==> src/lmre_pkg.sv <==
// lmre_pkg: constants for the literal/move/return execution block
// assumes 14-bit instruction words and an APB register port
package lmre_pkg;
    localparam int IW = 14;
    // opcode patterns (bits above the operand field)
    localparam logic [13:0] OP_NOP     = 14'h0000;
    localparam logic [13:0] OP_RETFI   = 14'h0009;
    localparam logic [13:0] OP_OPTLD   = 14'h0062;
    localparam logic [13:0] OP_SWRST   = 14'h0001;
    localparam logic [8:0]  OP_BANK    = 9'h001;   // 000000 0 01 kkkkk
    localparam logic [6:0]  OP_PCL     = 7'h63;    // 11 0001 1 kkkkkkk
    localparam logic [5:0]  OP_ACCL    = 6'h30;    // 11 0000 kkkkkkkk
    localparam logic [6:0]  OP_STDIR   = 7'h01;    // 00 0000 1 fffffff
    localparam logic [10:0] OP_STIND   = 11'h003;  // 00 0000 0001 1 n mm
    localparam logic [6:0]  OP_STOFS   = 7'h7F;    // 11 1111 1 n kkkkkk
    // APB byte addresses
    localparam logic [7:0] A_CTRL   = 8'h00;
    localparam logic [7:0] A_ACC    = 8'h04;
    localparam logic [7:0] A_BANK   = 8'h08;
    localparam logic [7:0] A_PCLAT  = 8'h0C;
    localparam logic [7:0] A_OPTION = 8'h10;
    localparam logic [7:0] A_PTR0   = 8'h14;
    localparam logic [7:0] A_PTR1   = 8'h18;
    localparam logic [7:0] A_INTERRUPT_CONTROL_REG = 8'h1C;
    localparam logic [7:0] A_RCAUSE = 8'h20;
    localparam logic [7:0] A_PC     = 8'h24;
    localparam int IRQ_EN_BIT    = 7;
    localparam int RST_INSTR_BIT = 2;
    localparam logic [7:0] OPTION_RST = 8'hFF;
    localparam logic [7:0] RCAUSE_RST = 8'h04;
    typedef enum logic [1:0] {
        UPD_PREINC  = 2'b00,
        UPD_PREDEC  = 2'b01,
        UPD_POSTINC = 2'b10,
        UPD_POSTDEC = 2'b11
    } lmre_mode_t;
    typedef enum logic [1:0] {
        ST_FETCH = 2'b00,
        ST_RET2  = 2'b01,
        ST_RST   = 2'b10
    } lmre_state_t;
endpackage
==> src/lmre_core.sv <==
// lmre_core: executes literal loads, accumulator stores, option load,
// software reset, no-op and return from interrupt.
// assumes one instruction per instr_valid pulse; data memory and the
// return stack are outside, reached through the mem_* and stack ports.
//
// Added by the designer: register access over APB and the address map.
`timescale 1ns/1ns
module lmre_core #(
    parameter int PW = 16
) (
    input  wire logic              clk,
    input  wire logic              reset,
    input  wire logic              clk_en,
    input  wire logic [13:0]       instr,
    input  wire logic              instr_valid,
    output logic                   instr_ready,
    output logic                   mem_we,
    output logic [PW-1:0]          mem_addr,
    output logic [7:0]             mem_wdata,
    input  wire logic [PW-1:0]     top_of_stack,
    output logic                   stack_pop,
    output logic [PW-1:0]          pc,
    output logic                   device_reset,
    output logic [7:0]             status_flags,
    input  wire logic              psel,
    input  wire logic              penable,
    input  wire logic              pwrite,
    input  wire logic [7:0]        paddr,
    input  wire logic [31:0]       pwdata,
    output logic [31:0]            prdata,
    output logic                   pready,
    output logic                   pslverr
);
    import lmre_pkg::*;

    typedef struct packed {
        lmre_state_t   state;
        logic [7:0]    acc;
        logic [4:0]    bank_select_reg;
        logic [6:0]    pc_high_latch;
        logic [7:0]    option_reg;
        logic [PW-1:0] ptr0;
        logic [PW-1:0] ptr1;
        logic [7:0]    interrupt_control_reg;
        logic [7:0]    reset_cause_reg;
        logic [7:0]    status;
        logic [PW-1:0] pc;
        logic          mem_we;
        logic [PW-1:0] mem_addr;
        logic [7:0]    mem_wdata;
        logic          pop;
        logic          dev_rst;
        logic [31:0]   prdata;
        logic          pslverr;
    } lmre_state_s_t;

    lmre_state_s_t r;
    lmre_state_s_t next_r;

    function automatic logic [PW-1:0] step(input logic [PW-1:0] p,
                                           input logic dec);
        // natural modulo wrap of the fixed width keeps the range
        step = dec ? p - PW'(1) : p + PW'(1);
    endfunction

    logic          acc_ph;
    logic [PW-1:0] sel_ptr;
    logic [PW-1:0] upd_ptr;
    lmre_mode_t    mode;
    logic          ind_sel;

    assign acc_ph      = psel && penable;
    assign instr_ready = (r.state == ST_FETCH) && clk_en;
    // one wait state while an instruction is taken, so a bus write
    // never races that instruction's own register update
    assign pready      = !(instr_valid && instr_ready);
    assign mem_we      = r.mem_we;
    assign mem_addr    = r.mem_addr;
    assign mem_wdata   = r.mem_wdata;
    assign stack_pop   = r.pop;
    assign pc          = r.pc;
    assign device_reset = r.dev_rst;
    assign status_flags = r.status;
    assign prdata      = r.prdata;
    assign pslverr     = r.pslverr;

    always_comb begin
        next_r  = r;
        ind_sel = instr[2];
        mode    = lmre_mode_t'(instr[1:0]);
        sel_ptr = ind_sel ? r.ptr1 : r.ptr0;
        upd_ptr = step(sel_ptr, mode[0]);
        next_r.mem_we  = 1'b0;
        next_r.pop     = 1'b0;
        next_r.dev_rst = 1'b0;
        case (r.state)
            ST_FETCH: begin
                if (instr_valid) begin
                    next_r.pc = r.pc + PW'(1);
                    if (instr == OP_NOP) begin
                        next_r.pc = r.pc + PW'(1);
                    end else if (instr == OP_RETFI) begin
                        next_r.pop = 1'b1;
                        next_r.pc  = top_of_stack;
                        next_r.interrupt_control_reg[IRQ_EN_BIT] = 1'b1;
                        next_r.state = ST_RET2;
                    end else if (instr == OP_OPTLD) begin
                        next_r.option_reg = r.acc;
                    end else if (instr == OP_SWRST) begin
                        next_r.reset_cause_reg[RST_INSTR_BIT] = 1'b0;
                        next_r.dev_rst = 1'b1;
                        next_r.state   = ST_RST;
                    end else if (instr[13:5] == OP_BANK) begin
                        next_r.bank_select_reg = instr[4:0];
                    end else if (instr[13:7] == OP_PCL) begin
                        next_r.pc_high_latch = instr[6:0];
                    end else if (instr[13:8] == OP_ACCL) begin
                        next_r.acc = instr[7:0];
                    end else if (instr[13:7] == OP_STDIR) begin
                        // flags untouched; one-cycle write strobe
                        next_r.mem_we    = 1'b1;
                        next_r.mem_addr  = PW'({r.bank_select_reg,
                                                instr[6:0]});
                        next_r.mem_wdata = r.acc;
                    end else if (instr[13:3] == OP_STIND) begin
                        // the window is only a redirection; acc is stored at the pointer address
                        next_r.mem_we    = 1'b1;
                        next_r.mem_wdata = r.acc;
                        next_r.mem_addr  = mode[1] ? sel_ptr : upd_ptr;
                        if (ind_sel) next_r.ptr1 = upd_ptr;
                        else next_r.ptr0 = upd_ptr;
                    end else if (instr[13:7] == OP_STOFS) begin
                        // pointer left as it was
                        next_r.mem_we    = 1'b1;
                        next_r.mem_wdata = r.acc;
                        next_r.mem_addr  = (instr[6] ? r.ptr1 : r.ptr0)
                            + PW'($signed(instr[5:0]));
                    end
                end
            end
            ST_RET2: next_r.state = ST_FETCH;
            default: next_r.state = ST_FETCH;
        endcase
        // register bus; while clk_en is high, read data and error are registered through the
        // setup and wait cycles so they already stand at the access edge
        next_r.pslverr = 1'b0;
        if (psel && !pwrite) begin
            next_r.prdata = '0;
            if (paddr == A_ACC) next_r.prdata = 32'(r.acc);
            else if (paddr == A_BANK) next_r.prdata = 32'(r.bank_select_reg);
            else if (paddr == A_PCLAT) next_r.prdata = 32'(r.pc_high_latch);
            else if (paddr == A_OPTION) next_r.prdata = 32'(r.option_reg);
            else if (paddr == A_PTR0) next_r.prdata = 32'(r.ptr0);
            else if (paddr == A_PTR1) next_r.prdata = 32'(r.ptr1);
            else if (paddr == A_INTERRUPT_CONTROL_REG) next_r.prdata =
                32'(r.interrupt_control_reg);
            else if (paddr == A_RCAUSE) next_r.prdata = 32'(r.reset_cause_reg);
            else if (paddr == A_PC) next_r.prdata = 32'(r.pc);
            else if (paddr == A_CTRL) next_r.prdata = 32'(r.state);
            else next_r.pslverr = 1'b1;
        end else if (psel && pwrite) begin
            if (!(paddr == A_INTERRUPT_CONTROL_REG || paddr == A_RCAUSE ||
                  paddr == A_PTR0 || paddr == A_PTR1 ||
                  paddr == A_ACC || paddr == A_CTRL))
                next_r.pslverr = 1'b1;
        end
        if (acc_ph && pwrite && pready) begin
            if (paddr == A_INTERRUPT_CONTROL_REG)
                next_r.interrupt_control_reg = pwdata[7:0];
            else if (paddr == A_RCAUSE)
                next_r.reset_cause_reg = pwdata[7:0];
            else if (paddr == A_PTR0) next_r.ptr0 = pwdata[PW-1:0];
            else if (paddr == A_PTR1) next_r.ptr1 = pwdata[PW-1:0];
            else if (paddr == A_ACC) next_r.acc = pwdata[7:0];
        end
        if (!clk_en) next_r = r;
    end

    always_ff @(posedge clk) begin
        if (reset) begin
            r <= '0;
            r.state <= ST_FETCH;
            r.option_reg <= OPTION_RST;
            r.reset_cause_reg <= RCAUSE_RST;
        end else begin
            r <= next_r;
        end
    end
endmodule // lmre_core

==> config.mk <==
export PLATFORM = sky130hd
export DESIGN_NAME = lmre_core
export DESIGN_NICKNAME = d
export VERILOG_FILES = /design/src/lmre_pkg.sv /design/src/lmre_core.sv
export SDC_FILE = /design/constraint.sdc
export NUM_CORES = 1
export LEC_CHECK = 0
export CORE_ASPECT_RATIO = 1.75
export CORE_UTILIZATION = 42
export DETAILED_ROUTE_END_ITERATION = 16
export DONT_BUFFER_PORTS = 1
export SLEW_MARGIN = 20
export SYNTH_ARGS = -nofsm -noshare
export SYNTH_HDL_FRONTEND = slang
export SYNTH_SLANG_ARGS = --single-unit
==> constraint.sdc <==
create_clock -name clk -period 4.6 [get_ports clk]
set_input_delay 0.23 -clock clk [delete_from_list [all_inputs] [get_ports clk]]
set_output_delay 0.23 -clock clk [all_outputs]
set_load 0.01 [all_outputs]
== Word-level counts from Yosys, hierarchy flattened ==
Index checks and enable logic that the tools add are counted.

* Output and inout bits: 86
* Register bits: 154
* Word-level logic and storage cells: 172
* Bits of input ports: 77

* Reduce and logical (&&, ||, !) cells: 27
* Bitwise logic cells: 8
* Add/sub/neg operators: 4
* Equality and inequality tests: 22
* Mux-type cells: 92

{| class="wikitable"
|+ Operators by type and width
! cell !! count
|-
| two-way mux 32 bit || 10
|-
| two-way mux 16 bit || 19
|-
| two-way mux 25 bit || 9
|-
| two-way mux 63 bit || 2
|-
| two-way mux 8 bit || 13
|-
| two-way mux 27 bit || 3
|-
| two-way mux 61 bit || 1
|-
| two-way mux 60 bit || 1
|-
| two-way mux 48 bit || 1
|-
| adder 16 x 1 -> 16 bit, second input constant || 2
|-
| == test 8 x 5 -> 1 bit, second input constant || 4
|-
| two-way mux 1 bit || 24
|-
| two-way mux 22 bit || 1
|-
| two-way mux 20 bit || 1
|-
| adder 16 bit || 1
|-
| == test 8 x 4 -> 1 bit, second input constant || 2
|-
| == test 8 x 6 -> 1 bit, second input constant || 2
|-
| subtractor 16 x 1 -> 16 bit, second input constant || 1
|-
| == test 14 x 1 -> 1 bit, second input constant || 1
|-
| == test 14 x 4 -> 1 bit, second input constant || 1
|-
| == test 14 x 7 -> 1 bit, second input constant || 1
|-
| == test 7 bit, second input constant || 2
|-
| zero test 14 bit || 1
|-
| two-way mux 7 bit || 2
|-
| other kinds (25) || 48
|}

== Depth between registers and ports, before layout ==
Gate-level depths: netlist (run 1).

* Depth after elaboration: 21
* Mapped depth: 13
* Gate-level depth less buffers: 11

== Worst setup path before layout (run 1) ==
OpenSTA, ideal clock, no wires.

* Path type: in2reg
* From: in instr[6]
* To: reg r (netlist bit mem_addr[14])
* Arrival: 3.590 ns
* Buffers on the path: 2
* Path slack: 0.940 ns
* Stages: 13
* Library setup time: 0.070 ns
* Data required time: 4.530 ns
* Path through: clkbuf_1 > clkbuf_1 > mux2_2 > ha_1 > fa_1 > a211oi_1 > o21bai_1 > a31oi_1 > o21ai_0 > o41ai_1 > mux2_2 > a31o_2 > a21oi_1

* Cells in the longest elaborated chain, start to end: 5
* Elaborated cells on any way between the ends: 18
* Classes of those cells: 1 x add/sub; 5 x eq/ne; 4 x mux; 5 x bitwise; 3 x reduce/logical

{| class="wikitable"
|+ RTL lines
! item !! RTL line !! RTL
|-
| start, declared || lmre_core.sv:14 || <nowiki>input wire logic [13:0] instr,</nowiki>
|-
| two-way mux 16 bit || lmre_core.sv:136 || <nowiki>next_r.mem_addr = (instr[6] ? r.ptr1 : r.ptr0)</nowiki>
|-
| adder 16 bit || lmre_core.sv:137 || <nowiki>+ PW'($signed(instr[5:0]));</nowiki>
|-
| two-way mux 25 bit || lmre_core.sv:132 || <nowiki>end else if (instr[13:7] == OP_STOFS) begin</nowiki>
|-
| two-way mux 25 bit || lmre_core.sv:125 || <nowiki>end else if (instr[13:3] == OP_STIND) begin</nowiki>
|-
| two-way mux 25 bit || lmre_core.sv:119 || <nowiki>end else if (instr[13:7] == OP_STDIR) begin</nowiki>
|-
| end signal, assigned || lmre_core.sv:186 || <nowiki>r <= next_r;</nowiki>
|-
| end, declared || lmre_core.sv:57 || <nowiki>lmre_state_s_t r;</nowiki>
|}

Several ways; a longest one is shown, not always the timed one. The select of a mux whose other input is x is not followed.
A chain may end at the register's enable or synchronous reset.

== Worst setup path after layout (run 1) ==
* From: reg r[116] (netlist bit)
* To: reg r (netlist bit mem_addr[14])

* Cells in the longest elaborated chain, start to end: 6
* Elaborated cells on any way between the ends: 10
* Classes of those cells: 3 x add/sub; 7 x mux

{| class="wikitable"
|+ RTL lines
! item !! RTL line !! RTL
|-
| two-way mux 16 bit || lmre_core.sv:91 || <nowiki>sel_ptr = ind_sel ? r.ptr1 : r.ptr0;</nowiki>
|-
| adder 16 x 1 -> 16 bit / subtractor 16 x 1 -> 16 bit (equally long branches) || lmre_core.sv:63 || <nowiki>step = dec ? p - PW'(1) : p + PW'(1);</nowiki>
|-
| two-way mux 16 bit || lmre_core.sv:63 ||
|-
| two-way mux 16 bit || lmre_core.sv:129 || <nowiki>next_r.mem_addr = mode[1] ? sel_ptr : upd_ptr;</nowiki>
|-
| two-way mux 25 bit * || lmre_core.sv:125 ||
|-
| two-way mux 25 bit * || lmre_core.sv:119 ||
|}

Every way passes the cells marked *; elsewhere a longest branch is shown, timed or not. The select of a mux whose other input is x is not followed.

==> flow_metrics.py, run 1 <==
metrics = {
    "global_route": {
        "antenna_found_initial": 0,
        "grt_pass1_vias": 8081,
        "grt_start_max_net_pins": 131,
        "grt_pass1_wl_um": 49600,
        "track_usage_pct": 29.8,
        "grt-ovfl-total": 0,
    },
    "finish": {
        "final_net_count": 1214,
        "area_growth_pct": 4.87,
        "drive_gt1_share_pct": 8.68,
        "mostFrequentLayoutCells": "nor2_1, dfxtp_1, a21oi_1, nand2_1, o21ai_0",
        "final_area_um2": 9760,
        "layout.cells.most_common": "nor2_1",
        "n_antenna_cell": 0,
        "fillers": 2195,
    },
    "sta": {
        "fmax_mhz": 256,
        "slew_viol_final": 0,
        "worst_pin_slew_ns": 0.931,
        "min_period_ns": 3.91,
        "whs_ns": 0.0158,
        "fin_worst_skew_ns": 0.00898,
        "slew-limit-headroom_pct": 37.4,
        "setup_violations": 0,
        "fin_crit_sh_pct": 85.0,
        "finalSetupTns_ns": 0,
        "grt_setup_unrepaired": "false",
        "hold_violations": 0,
    },
    "worst_setup_path": {
        "rr_startpoint": "r[116]",
        "worst-setup-path-type": "reg -> reg",
        "critical_path.slowest_cell": "o311ai_0",
        "r2r_cells": 10,
        "reg2reg_to": "mem_addr[14]",
        "end_kind": "register",
        "cp_max_fo": 5,
        "crit_path_max_incr_delay_ns": 0.69,
        "worstPathRequired_ns": 4.89,
        "critPathLaunchType": "register",
        "worstPathCellList": "mux2_2 -> fa_1 -> a211o_1 -> a21oi_1 -> o21ai_0 -> o311ai_0 -> a2111oi_0 -> o31ai_1 -> a31o_2 -> a21oi_1",
        "arrival_ns": 4.20,
        "ff2ff_setup_slack_ns": 0.69,
        "critical_path.most_common_cell": "a21oi_1",
    },
    "detailed_routing": {
        "drt_pre_antenna_iters": 7,
        "route.met2.wl_um": 16500,
        "topRoutingLayerUsed": "met4",
        "drt-initial-drc-count": 967,
        "drtAntennaViolNets": 0,
        "met3_length_um": 2500,
        "wl_per_cell_um": 23.9,
        "drc": 0,
        "m1WireLength_um": 12300,
        "vias": 8729,
        "routed_wl_um": 33700,
        "viasPerCell": 6.19,
    },
    "synthesis": {
        "yosysSeqAreaShare_pct": 29.7,
        "synth_mux_area_share_pct": 7.62,
        "synth_cell_types": 72,
        "synth_edf_count": 0,
        "syn_area_um2": 9310,
        "synthXorXnorAreaFrac_pct": 2.54,
        "async_reset_ff_share_pct": 0,
        "synth_compound_area_share_pct": 24.2,
        "ys.flop_type": "dfxtp_1",
        "yosys.area_share.simple_pct": 20.9,
        "synth_top_family_by_area": "compound AO/OA/AOI/OAI gates",
        "synth.avg_cell_area_um2": 7.82,
        "ys_ff_latch": 138,
        "syn_inst": 1191,
        "yosys.area_share.adder_pct": 4.46,
        "synthesis.yosys.warnings": 0,
    },
    "clock_network": {
        "cts-root-buf": "clkbuf_16",
        "cts.reportedPaths.clkPinSlew_ns": 0.06,
        "cts-buffers-inserted": 17,
        "cts_tree": "yes",
        "cts_setup_buffers": 0,
        "clock_tree.buffer_depth": 2,
        "clock_insertion_delay_worst_skew_ns": 0.43,
        "cts_sinks": 138,
        "h-tree-depth": 4,
    },
    "placed_design": {
        "routabilityCongestion": 0.939,
        "post_dp_cell_area_um2": 8930,
        "hpwl_um": 24000,
        "place.port_buffers": 0,
    },
    "pwr": {
        "ir_worst_vdd_mv": 0.254,
        "switching_share_pct": 25.7,
        "p_sw_uw": 720,
        "p_leak_uw": 0.00341,
        "pwr-share-seq_pct": 43.2,
        "clkPwrFrac_pct": 50.0,
        "comb_power_share_pct": 6.8,
        "internal_power_uw": 2080,
        "p_per_area_nw_per_um2": 287,
    },
    "floorplanning": {
        "io-pin-count": 163,
        "row_count": 71,
        "core-area_um2": 21600,
        "fp.dieH_um": 199,
        "initial_core_util_pct": 43.1,
        "die_area_um2": 22800,
        "die_width_um": 115,
    },
    "min_path": {
        "hold_class": "in -> reg",
        "min-delay-start": "clk_en",
        "holdPathEnd": "r[156]",
        "min_delay_path_depth": 3,
    },
    "outcome": {
        "outcome": "finished clean",
    },
    "job": {
        "max-cap-violations": 0,
    },
}
-- power groups by stage --
stage	sequential, uW	clock (uW)	combinational, uW
2_1_floorplan	1230	0	167
3_3_place_gp	1240	0	134
3_5_place_dp	1240	0	136
4_1_cts	1210	1410	185
5_1_grt	1210	1460	205
6_report	1210	1400	191
-- timing repair --
item | CTS | global route
hold endpoints to repair | 134 | 0
resized for setup | 0 | 0
hold buffers | 21 | 0
-- area by class of cell --
class / instances / area (um^2) / share of cell area [%]
Timing Repair Buffer: 33 / 328 / 3.36
Sequential cell: 138 / 2760 / 28.3
Tap cell: 292 / 365 / 3.74
Clock inverter: 14 / 161 / 1.65
Multi-Input combinational cell: 901 / 5660 / 58.0
Inverter: 14 / 52.6 / 0.538
Clock buffer: 18 / 429 / 4.40
-- routing by layer --
metal,vias to the layer above,track usage [%]
met4,0,21.9
met2,413,50.5
met1,4134,32.3
met5,-,0
met3,103,6.49
li1,4079,-
-- worst max-delay path, delay by kind of cell, from the launching register on --
family	cells	cell delay [ns]
AOI/OAI and AO/OA	8	2.61
adders and majority gates	1	0.46
muxes	1	0.35
DFF	1	0.38
-- worst max path at each step --
stage | start | to | slack, ns
finish | r[116] | mem_addr[14] | 0.69
detailed placement | r[116] | mem_addr[14] | 0.82
global placement | r[116] | mem_addr[14] | 0.85
global route | r[116] | mem_addr[14] | 0.44
CTS | r[116] | mem_addr[14] | 0.77
floorplan | instr[6] | mem_addr[14] | 0.94
-- cells by family after synthesis --
family          Yosys count
compound gates          341
flops                   138
simple gates            411
fa+ha+maj                32
xor+xnor                 27
other cells               1
buf+inv                 175
mux                      66
-- synthesized netlist by cell type, drive strengths merged, types with 14 or more instances --
master | count | area, um^2
a21oi | 101 | 505
ha | 30 | 375
nand2b | 14 | 87.6
nand3 | 25 | 125
inv | 14 | 52.6
nor2b | 18 | 113
mux2 | 39 | 439
a221oi | 18 | 158
dfxtp | 138 | 2760
nor2 | 154 | 578
a211oi | 41 | 308
xnor2 | 22 | 193
mux2i | 27 | 270
o21ai | 54 | 270
nand2 | 96 | 363
o22ai | 27 | 169
clkbuf | 64 | 240
a222oi | 14 | 140
nor3 | 36 | 180
buf | 97 | 688
-- state kept, by name, indices dropped and copies added (netlist names) --
register      count
prdata           16
pslverr           1
mem_wdata         8
pc               16
r                78
mem_we            1
stack_pop         1
mem_addr         16
device_reset      1
-- metrics by stage --
step / cells / util (%) / power (uW) / setup WS (ns)
after floorplan: 1214 / - / 1400 / 0.940
after global routing: 1410 / 45.2 / 2880 / 0.445
after global placement: 1357 / 41.4 / 1370 / 0.847
after detailed placement: 1357 / 41.4 / 1370 / 0.821
final: 1410 / 45.2 / 2800 / 0.690
after CTS: 1410 / 45.2 / 2800 / 0.767
No activity file was read; power rests on OpenSTA's default activity.
==> inputs of run 2 (changes only) <==
- clock period: 4.6 -> 3.65 ns (I/O delays scaled with it)
==> run 2 against run 1 <==
  * Setup slack worse by 0.35 ns
  * Final area is 0.74% higher
  * Total power is 23% higher
  * Critical path type unchanged
==> flow_metrics.py, run 2 (synthesis results as in run 1) <==
metrics = {
    "detailed_routing": {
        "drt-initial-drc-count": 938,
        "drtAntennaViolNets": 0,
        "route.met2.wl_um": 16400,
        "wl_per_cell_um": 23.7,
        "m1WireLength_um": 11900,
        "met3_length_um": 2340,
        "vias": 8888,
        "topRoutingLayerUsed": "met5",
        "drt_pre_antenna_iters": 8,
        "viasPerCell": 6.26,
        "drc": 0,
        "routed_wl_um": 33700,
    },
    "sta": {
        "grt_setup_unrepaired": "false",
        "hold_violations": 0,
        "min_period_ns": 3.31,
        "whs_ns": 0.00650,
        "slew-limit-headroom_pct": 37.3,
        "slew_viol_final": 0,
        "fin_crit_sh_pct": 90.6,
        "fin_worst_skew_ns": 0.0117,
        "worst_pin_slew_ns": 0.934,
        "fmax_mhz": 302,
        "finalSetupTns_ns": 0,
        "setup_violations": 0,
    },
    "global_route": {
        "grt-ovfl-total": 0,
        "grt_pass1_wl_um": 50500,
        "antenna_found_initial": 1,
        "track_usage_pct": 30.0,
        "grt_pass1_vias": 8321,
        "grt_start_max_net_pins": 140,
    },
    "worst_setup_path": {
        "critical_path.slowest_cell": "fa_1",
        "r2r_cells": 10,
        "critPathLaunchType": "register",
        "arrival_ns": 3.64,
        "path_buf_inv": 0,
        "crit_path_max_incr_delay_ns": 0.46,
        "worst-setup-path-type": "reg -> reg",
        "worstPathRequired_ns": 3.99,
        "end_kind": "register",
        "ff2ff_setup_slack_ns": 0.34,
        "worstPathCellList": "mux2_2 -> fa_1 -> a211o_1 -> a21oi_1 -> o21ai_0 -> a311o_1 -> a21oi_1 -> xnor2_1 -> nand2_1 -> a211oi_1",
        "crit_cells": 10,
        "critPathLaunch": "r[116]",
        "rr_startpoint": "r[116]",
        "reg2reg_to": "mem_addr[10]",
        "cp_max_fo": 5,
        "critical_path.most_common_cell": "a21oi_1",
        "cpLargestDelayFamily": "compound AO/OA/AOI/OAI gates",
    },
    "clock_network": {
        "cts.reportedPaths.clkPinSlew_ns": 0.06,
        "cts-root-buf": "clkbuf_16",
        "cts_tree": "yes",
        "cts_setup_buffers": 0,
        "h-tree-depth": 4,
        "clock_tree.buffer_depth": 2,
        "clock_insertion_delay_worst_skew_ns": 0.43,
        "cts_sinks": 138,
        "cts-buffers-inserted": 17,
    },
    "pwr": {
        "ir_worst_vdd_mv": 0.282,
        "p_sw_uw": 937,
        "comb_power_share_pct": 7.0,
        "p_per_area_nw_per_um2": 352,
        "internal_power_uw": 2520,
        "clkPwrFrac_pct": 49.0,
        "finalPower_uw": 3460,
        "p_leak_uw": 0.00348,
        "switching_share_pct": 27.1,
        "pwr-share-seq_pct": 44.1,
    },
    "floorplanning": {
        "row_count": 71,
        "fp.dieH_um": 199,
        "io-pin-count": 163,
        "initial_core_util_pct": 43.1,
        "core-area_um2": 21600,
        "die_width_um": 115,
        "die_area_um2": 22800,
    },
    "finish": {
        "fillers": 2218,
        "mostFrequentLayoutCells": "nor2_1, dfxtp_1, a21oi_1, nand2_1, o21ai_0",
        "area_growth_pct": 5.65,
        "final_net_count": 1223,
        "layout.cells.most_common": "nor2_1",
        "regArea_um2": 2760,
        "largest_reg_flops": 78,
        "multi_input_area_um2": 5670,
        "drive_gt1_share_pct": 9.58,
        "top_register": "r",
    },
    "placed_design": {
        "hpwl_um": 24300,
        "place.port_buffers": 0,
        "routabilityCongestion": 0.950,
    },
    "min_path": {
        "hold_class": "in -> reg",
        "min-delay-start": "clk_en",
        "holdPathEnd": "r[152]",
        "min_delay_path_depth": 3,
    },
    "outcome": {
        "outcome": "finished clean",
    },
    "job": {
        "max-cap-violations": 0,
    },
}
==> run 2: changes by cell type in the layout (fill, tap and decap cells not counted), sizes merged <==
| cell | change |
|---|---|
| clkinv | +1 |
| diode | +1 |
| bufinv | -2 |
| clkinvlp | -4 |
| dlygate4sd3 | +1 |
| inv | +5 |
| buf | +8 |
==> run 2: power groups by stage <==
stage	Combinational, uW	Sequential [uW]	Clock (uW)
4_1_cts	237	1520	1710
3_5_place_dp	173	1560	0
5_1_grt	262	1520	1760
3_3_place_gp	172	1560	0
6_report	242	1520	1690
2_1_floorplan	210	1550	0
==> run 2: layout make-up <==
class,count,share of cell area [%]
multi-input cells,901,57.7
flip-flops and latches,138,28.1
clock buffers,18,4.47
repair buffers,42,4.17
well taps,292,3.72
clock inverters,14,1.29
inverters,14,0.534
diodes,1,0.0254
==> run 2: worst max-delay path by stage <==
| stage | end | slack (ns) |
|---|---|---|
| floorplan | mem_addr[14] | 0.04 |
| global placement | mem_addr[14] | 0.26 |
| detailed placement | mem_addr[14] | 0.25 |
| CTS | mem_addr[14] | 0.20 |
| global route | mem_addr[14] | 0.09 |
| finish | mem_addr[10] | 0.34 |
==> run 2: layer usage <==
layer,vias to the layer above,track usage (%)
met5,-,0
met4,2,24.9
met3,133,6.49
met2,406,51.0
met1,4235,31.4
li1,4112,-
==> run 2: worst register-to-register path: stages (launching register included) <==
cell	delay (ns)
dfxtp_1	0.36
mux2_2	0.33
fa_1	0.46
a211o_1	0.33
a21oi_1	0.24
o21ai_0	0.20
a311o_1	0.39
a21oi_1	0.18
xnor2_1	0.36
nand2_1	0.13
a211oi_1	0.23
==> run 2: metrics by stage <==
step	instances	area, um^2	util (%)	worst slack [ns]
global placement	1365	9000	41.7	0.260
floorplan	1214	9390	-	0.0371
detailed placement	1365	9000	41.7	0.252
finish	1420	9830	45.6	0.343
CTS	1419	9820	45.5	0.203
global route	1419	9830	45.5	0.0908
==> run 2: timing repair <==
action                                 in CTS  in global routing
hold buffers                               22                  0
setup endpoints to repair                   0                  2
gates resized for setup                     0                  2
endpoints found under the hold margin     138                  0
==> inputs of run 3 (changes only) <==
- CORE_ASPECT_RATIO: 1.75 -> 1.2
==> run 3 against run 2 <==
  * Setup slack worse by 0.12 ns
  * Die area about the same
  * Hold slack worse by 0.00059 ns
  * Global-route usage down 2.4 points
  * Wire length down 6.8%
  * Clock skew up 0.0024 ns
  * Via count down 1.6%
  * Critical path type unchanged
  * Largest cell class unchanged
  * Highest routed layer is now met4
==> flow_metrics.py, run 3 (synthesis results as in run 1) <==
metrics = {
    "floorplanning": {
        "row_count": 59,
        "fp.dieH_um": 165,
        "io-pin-count": 163,
        "die_width_um": 138,
        "initial_core_util_pct": 42.9,
        "core-area_um2": 21700,
        "die_area_um2": 22800,
    },
    "finish": {
        "mostFrequentLayoutCells": "nor2_1, dfxtp_1, a21oi_1, nand2_1, o21ai_0",
        "finish.utilization_pct": 45.3,
        "top_register": "r",
        "drive_gt1_share_pct": 9.23,
        "largest_reg_flops": 78,
        "area_growth_pct": 5.62,
        "layout.cells.most_common": "nor2_1",
        "instances_no_fill": 1403,
        "final_net_count": 1224,
    },
    "worst_setup_path": {
        "worst-setup-path-type": "reg -> reg",
        "critPathLaunchType": "register",
        "cp_max_fo": 5,
        "end_kind": "register",
        "arrival_ns": 3.73,
        "worstPathRequired_ns": 3.95,
    },
    "sta": {
        "grt_setup_unrepaired": "false",
        "fmax_mhz": 292,
        "slew-limit-headroom_pct": 27.6,
        "slew_viol_final": 0,
        "fin_crit_sh_pct": 93.9,
        "setup_violations": 0,
        "finalSetupTns_ns": 0,
        "fin_worst_skew_ns": 0.0140,
        "hold_violations": 0,
        "worst_pin_slew_ns": 1.08,
        "min_period_ns": 3.43,
    },
    "detailed_routing": {
        "drtAntennaViolNets": 0,
        "vias": 8750,
        "drt-initial-drc-count": 939,
        "viasPerCell": 6.24,
        "wl_per_cell_um": 22.4,
        "drt_pre_antenna_iters": 8,
        "routed_wl_um": 31400,
        "drc": 0,
    },
    "pwr": {
        "clkPwrFrac_pct": 50.4,
        "p_per_area_nw_per_um2": 361,
        "p_sw_uw": 867,
        "pwr-share-seq_pct": 42.9,
        "comb_power_share_pct": 6.7,
        "internal_power_uw": 2680,
        "switching_share_pct": 24.4,
        "p_leak_uw": 0.00348,
        "ir_worst_vdd_mv": 0.318,
    },
    "clock_network": {
        "cts_tree": "yes",
        "clock_tree.buffer_depth": 2,
        "cts-buffers-inserted": 17,
        "cts_setup_buffers": 0,
        "cts_sinks": 138,
        "clock_insertion_delay_worst_skew_ns": 0.43,
        "cts.reportedPaths.clkPinSlew_ns": 0.07,
        "ctsResizeCount": 0,
        "h-tree-depth": 4,
        "cts-root-buf": "clkbuf_16",
    },
    "job": {
        "max-cap-violations": 0,
    },
    "placed_design": {
        "routabilityCongestion": 0.935,
        "place.port_buffers": 0,
        "hpwl_um": 22100,
        "dp.cells": 1347,
    },
    "global_route": {
        "grt-ovfl-total": 0,
        "grt_pass1_wl_um": 46600,
        "track_usage_pct": 27.6,
        "grt_pass1_vias": 7819,
        "grt_start_max_net_pins": 140,
        "antenna_found_initial": 1,
    },
    "outcome": {
        "outcome": "finished clean",
    },
    "min_path": {
        "hold_class": "in -> reg",
    },
}
==> run 3: cell count changes in the layout (fill, tap and decap cells not counted), sizes merged <==
cell         previous run  this run
inv                    24        16
clkinv                  3         7
diode                   1         2
dlygate4sd3            20        21
bufinv                  0         3
==> run 3: power groups by stage <==
stage          clock network (uW)  registers (uW)  logic [uW]
6_report                     1790            1520         237
5_1_grt                      1870            1520         257
4_1_cts                      1810            1520         235
3_5_place_dp                    0            1560         168
3_3_place_gp                    0            1560         167
2_1_floorplan                   0            1550         210
==> run 3: worst paths after layout <==
check / depth (start not counted) / endpoint / startpoint / slack, ns
setup / recovery: 10 / mem_addr[14] / r[116] / 0.22
hold / removal: 2 / pc[5] / top_of_stack[5] / 0.006
setup reg to reg: 10 / mem_addr[14] / r[116] / 0.22
hold reg to reg: 2 / r[92] / r[92] / 0.49
==> run 3: final cells by class <==
class / count / area, um^2
Multi-Input combinational cell: 901 / 5660
Fill cell: 2225 / 11900
Sequential cell: 138 / 2760
Clock inverter: 13 / 169
Timing Repair Buffer: 43 / 408
Antenna cell: 2 / 5.00
Inverter: 14 / 52.6
Tap cell: 274 / 343
Clock buffer: 18 / 429
==> run 3: worst max-delay path, cell delays in order (launching register included) <==
cell       delay [ns]
dfxtp_1          0.37
mux2_2           0.33
fa_1             0.45
a211o_1          0.32
a21oi_1          0.22
o21ai_0          0.18
o311ai_0         0.62
a2111oi_0        0.22
o31ai_1          0.33
a31o_2           0.20
a21oi_1          0.06
==> run 3: metrics by stage <==
step | hold slack (ns) | setup slack, ns | power [uW] | area [um^2]
after global routing | 0.0228 | 0.00523 | 3650 | 9830
after CTS | 0.00306 | 0.249 | 3570 | 9830
after global placement | 0.264 | 0.285 | 1720 | 8970
after detailed placement | 0.264 | 0.289 | 1720 | 8970
final | 0.00591 | 0.224 | 3550 | 9830
after floorplan | 0.321 | 0.0371 | 1760 | 9390
==> run 3: repair_timing <==
item | CTS | global route
hold endpoints to repair | 138 | 0
hold buffers | 23 | 0
setup endpoints to repair | 0 | 0
==> run 3: metal layers <==
metal,vias to the layer above,routed length (um),GRT usage (%)
met1,4187,12900,35.4
met2,376,14400,43.0
met4,0,1400,14.8
li1,4113,-,-
met5,-,0,0
met3,74,2760,5.77
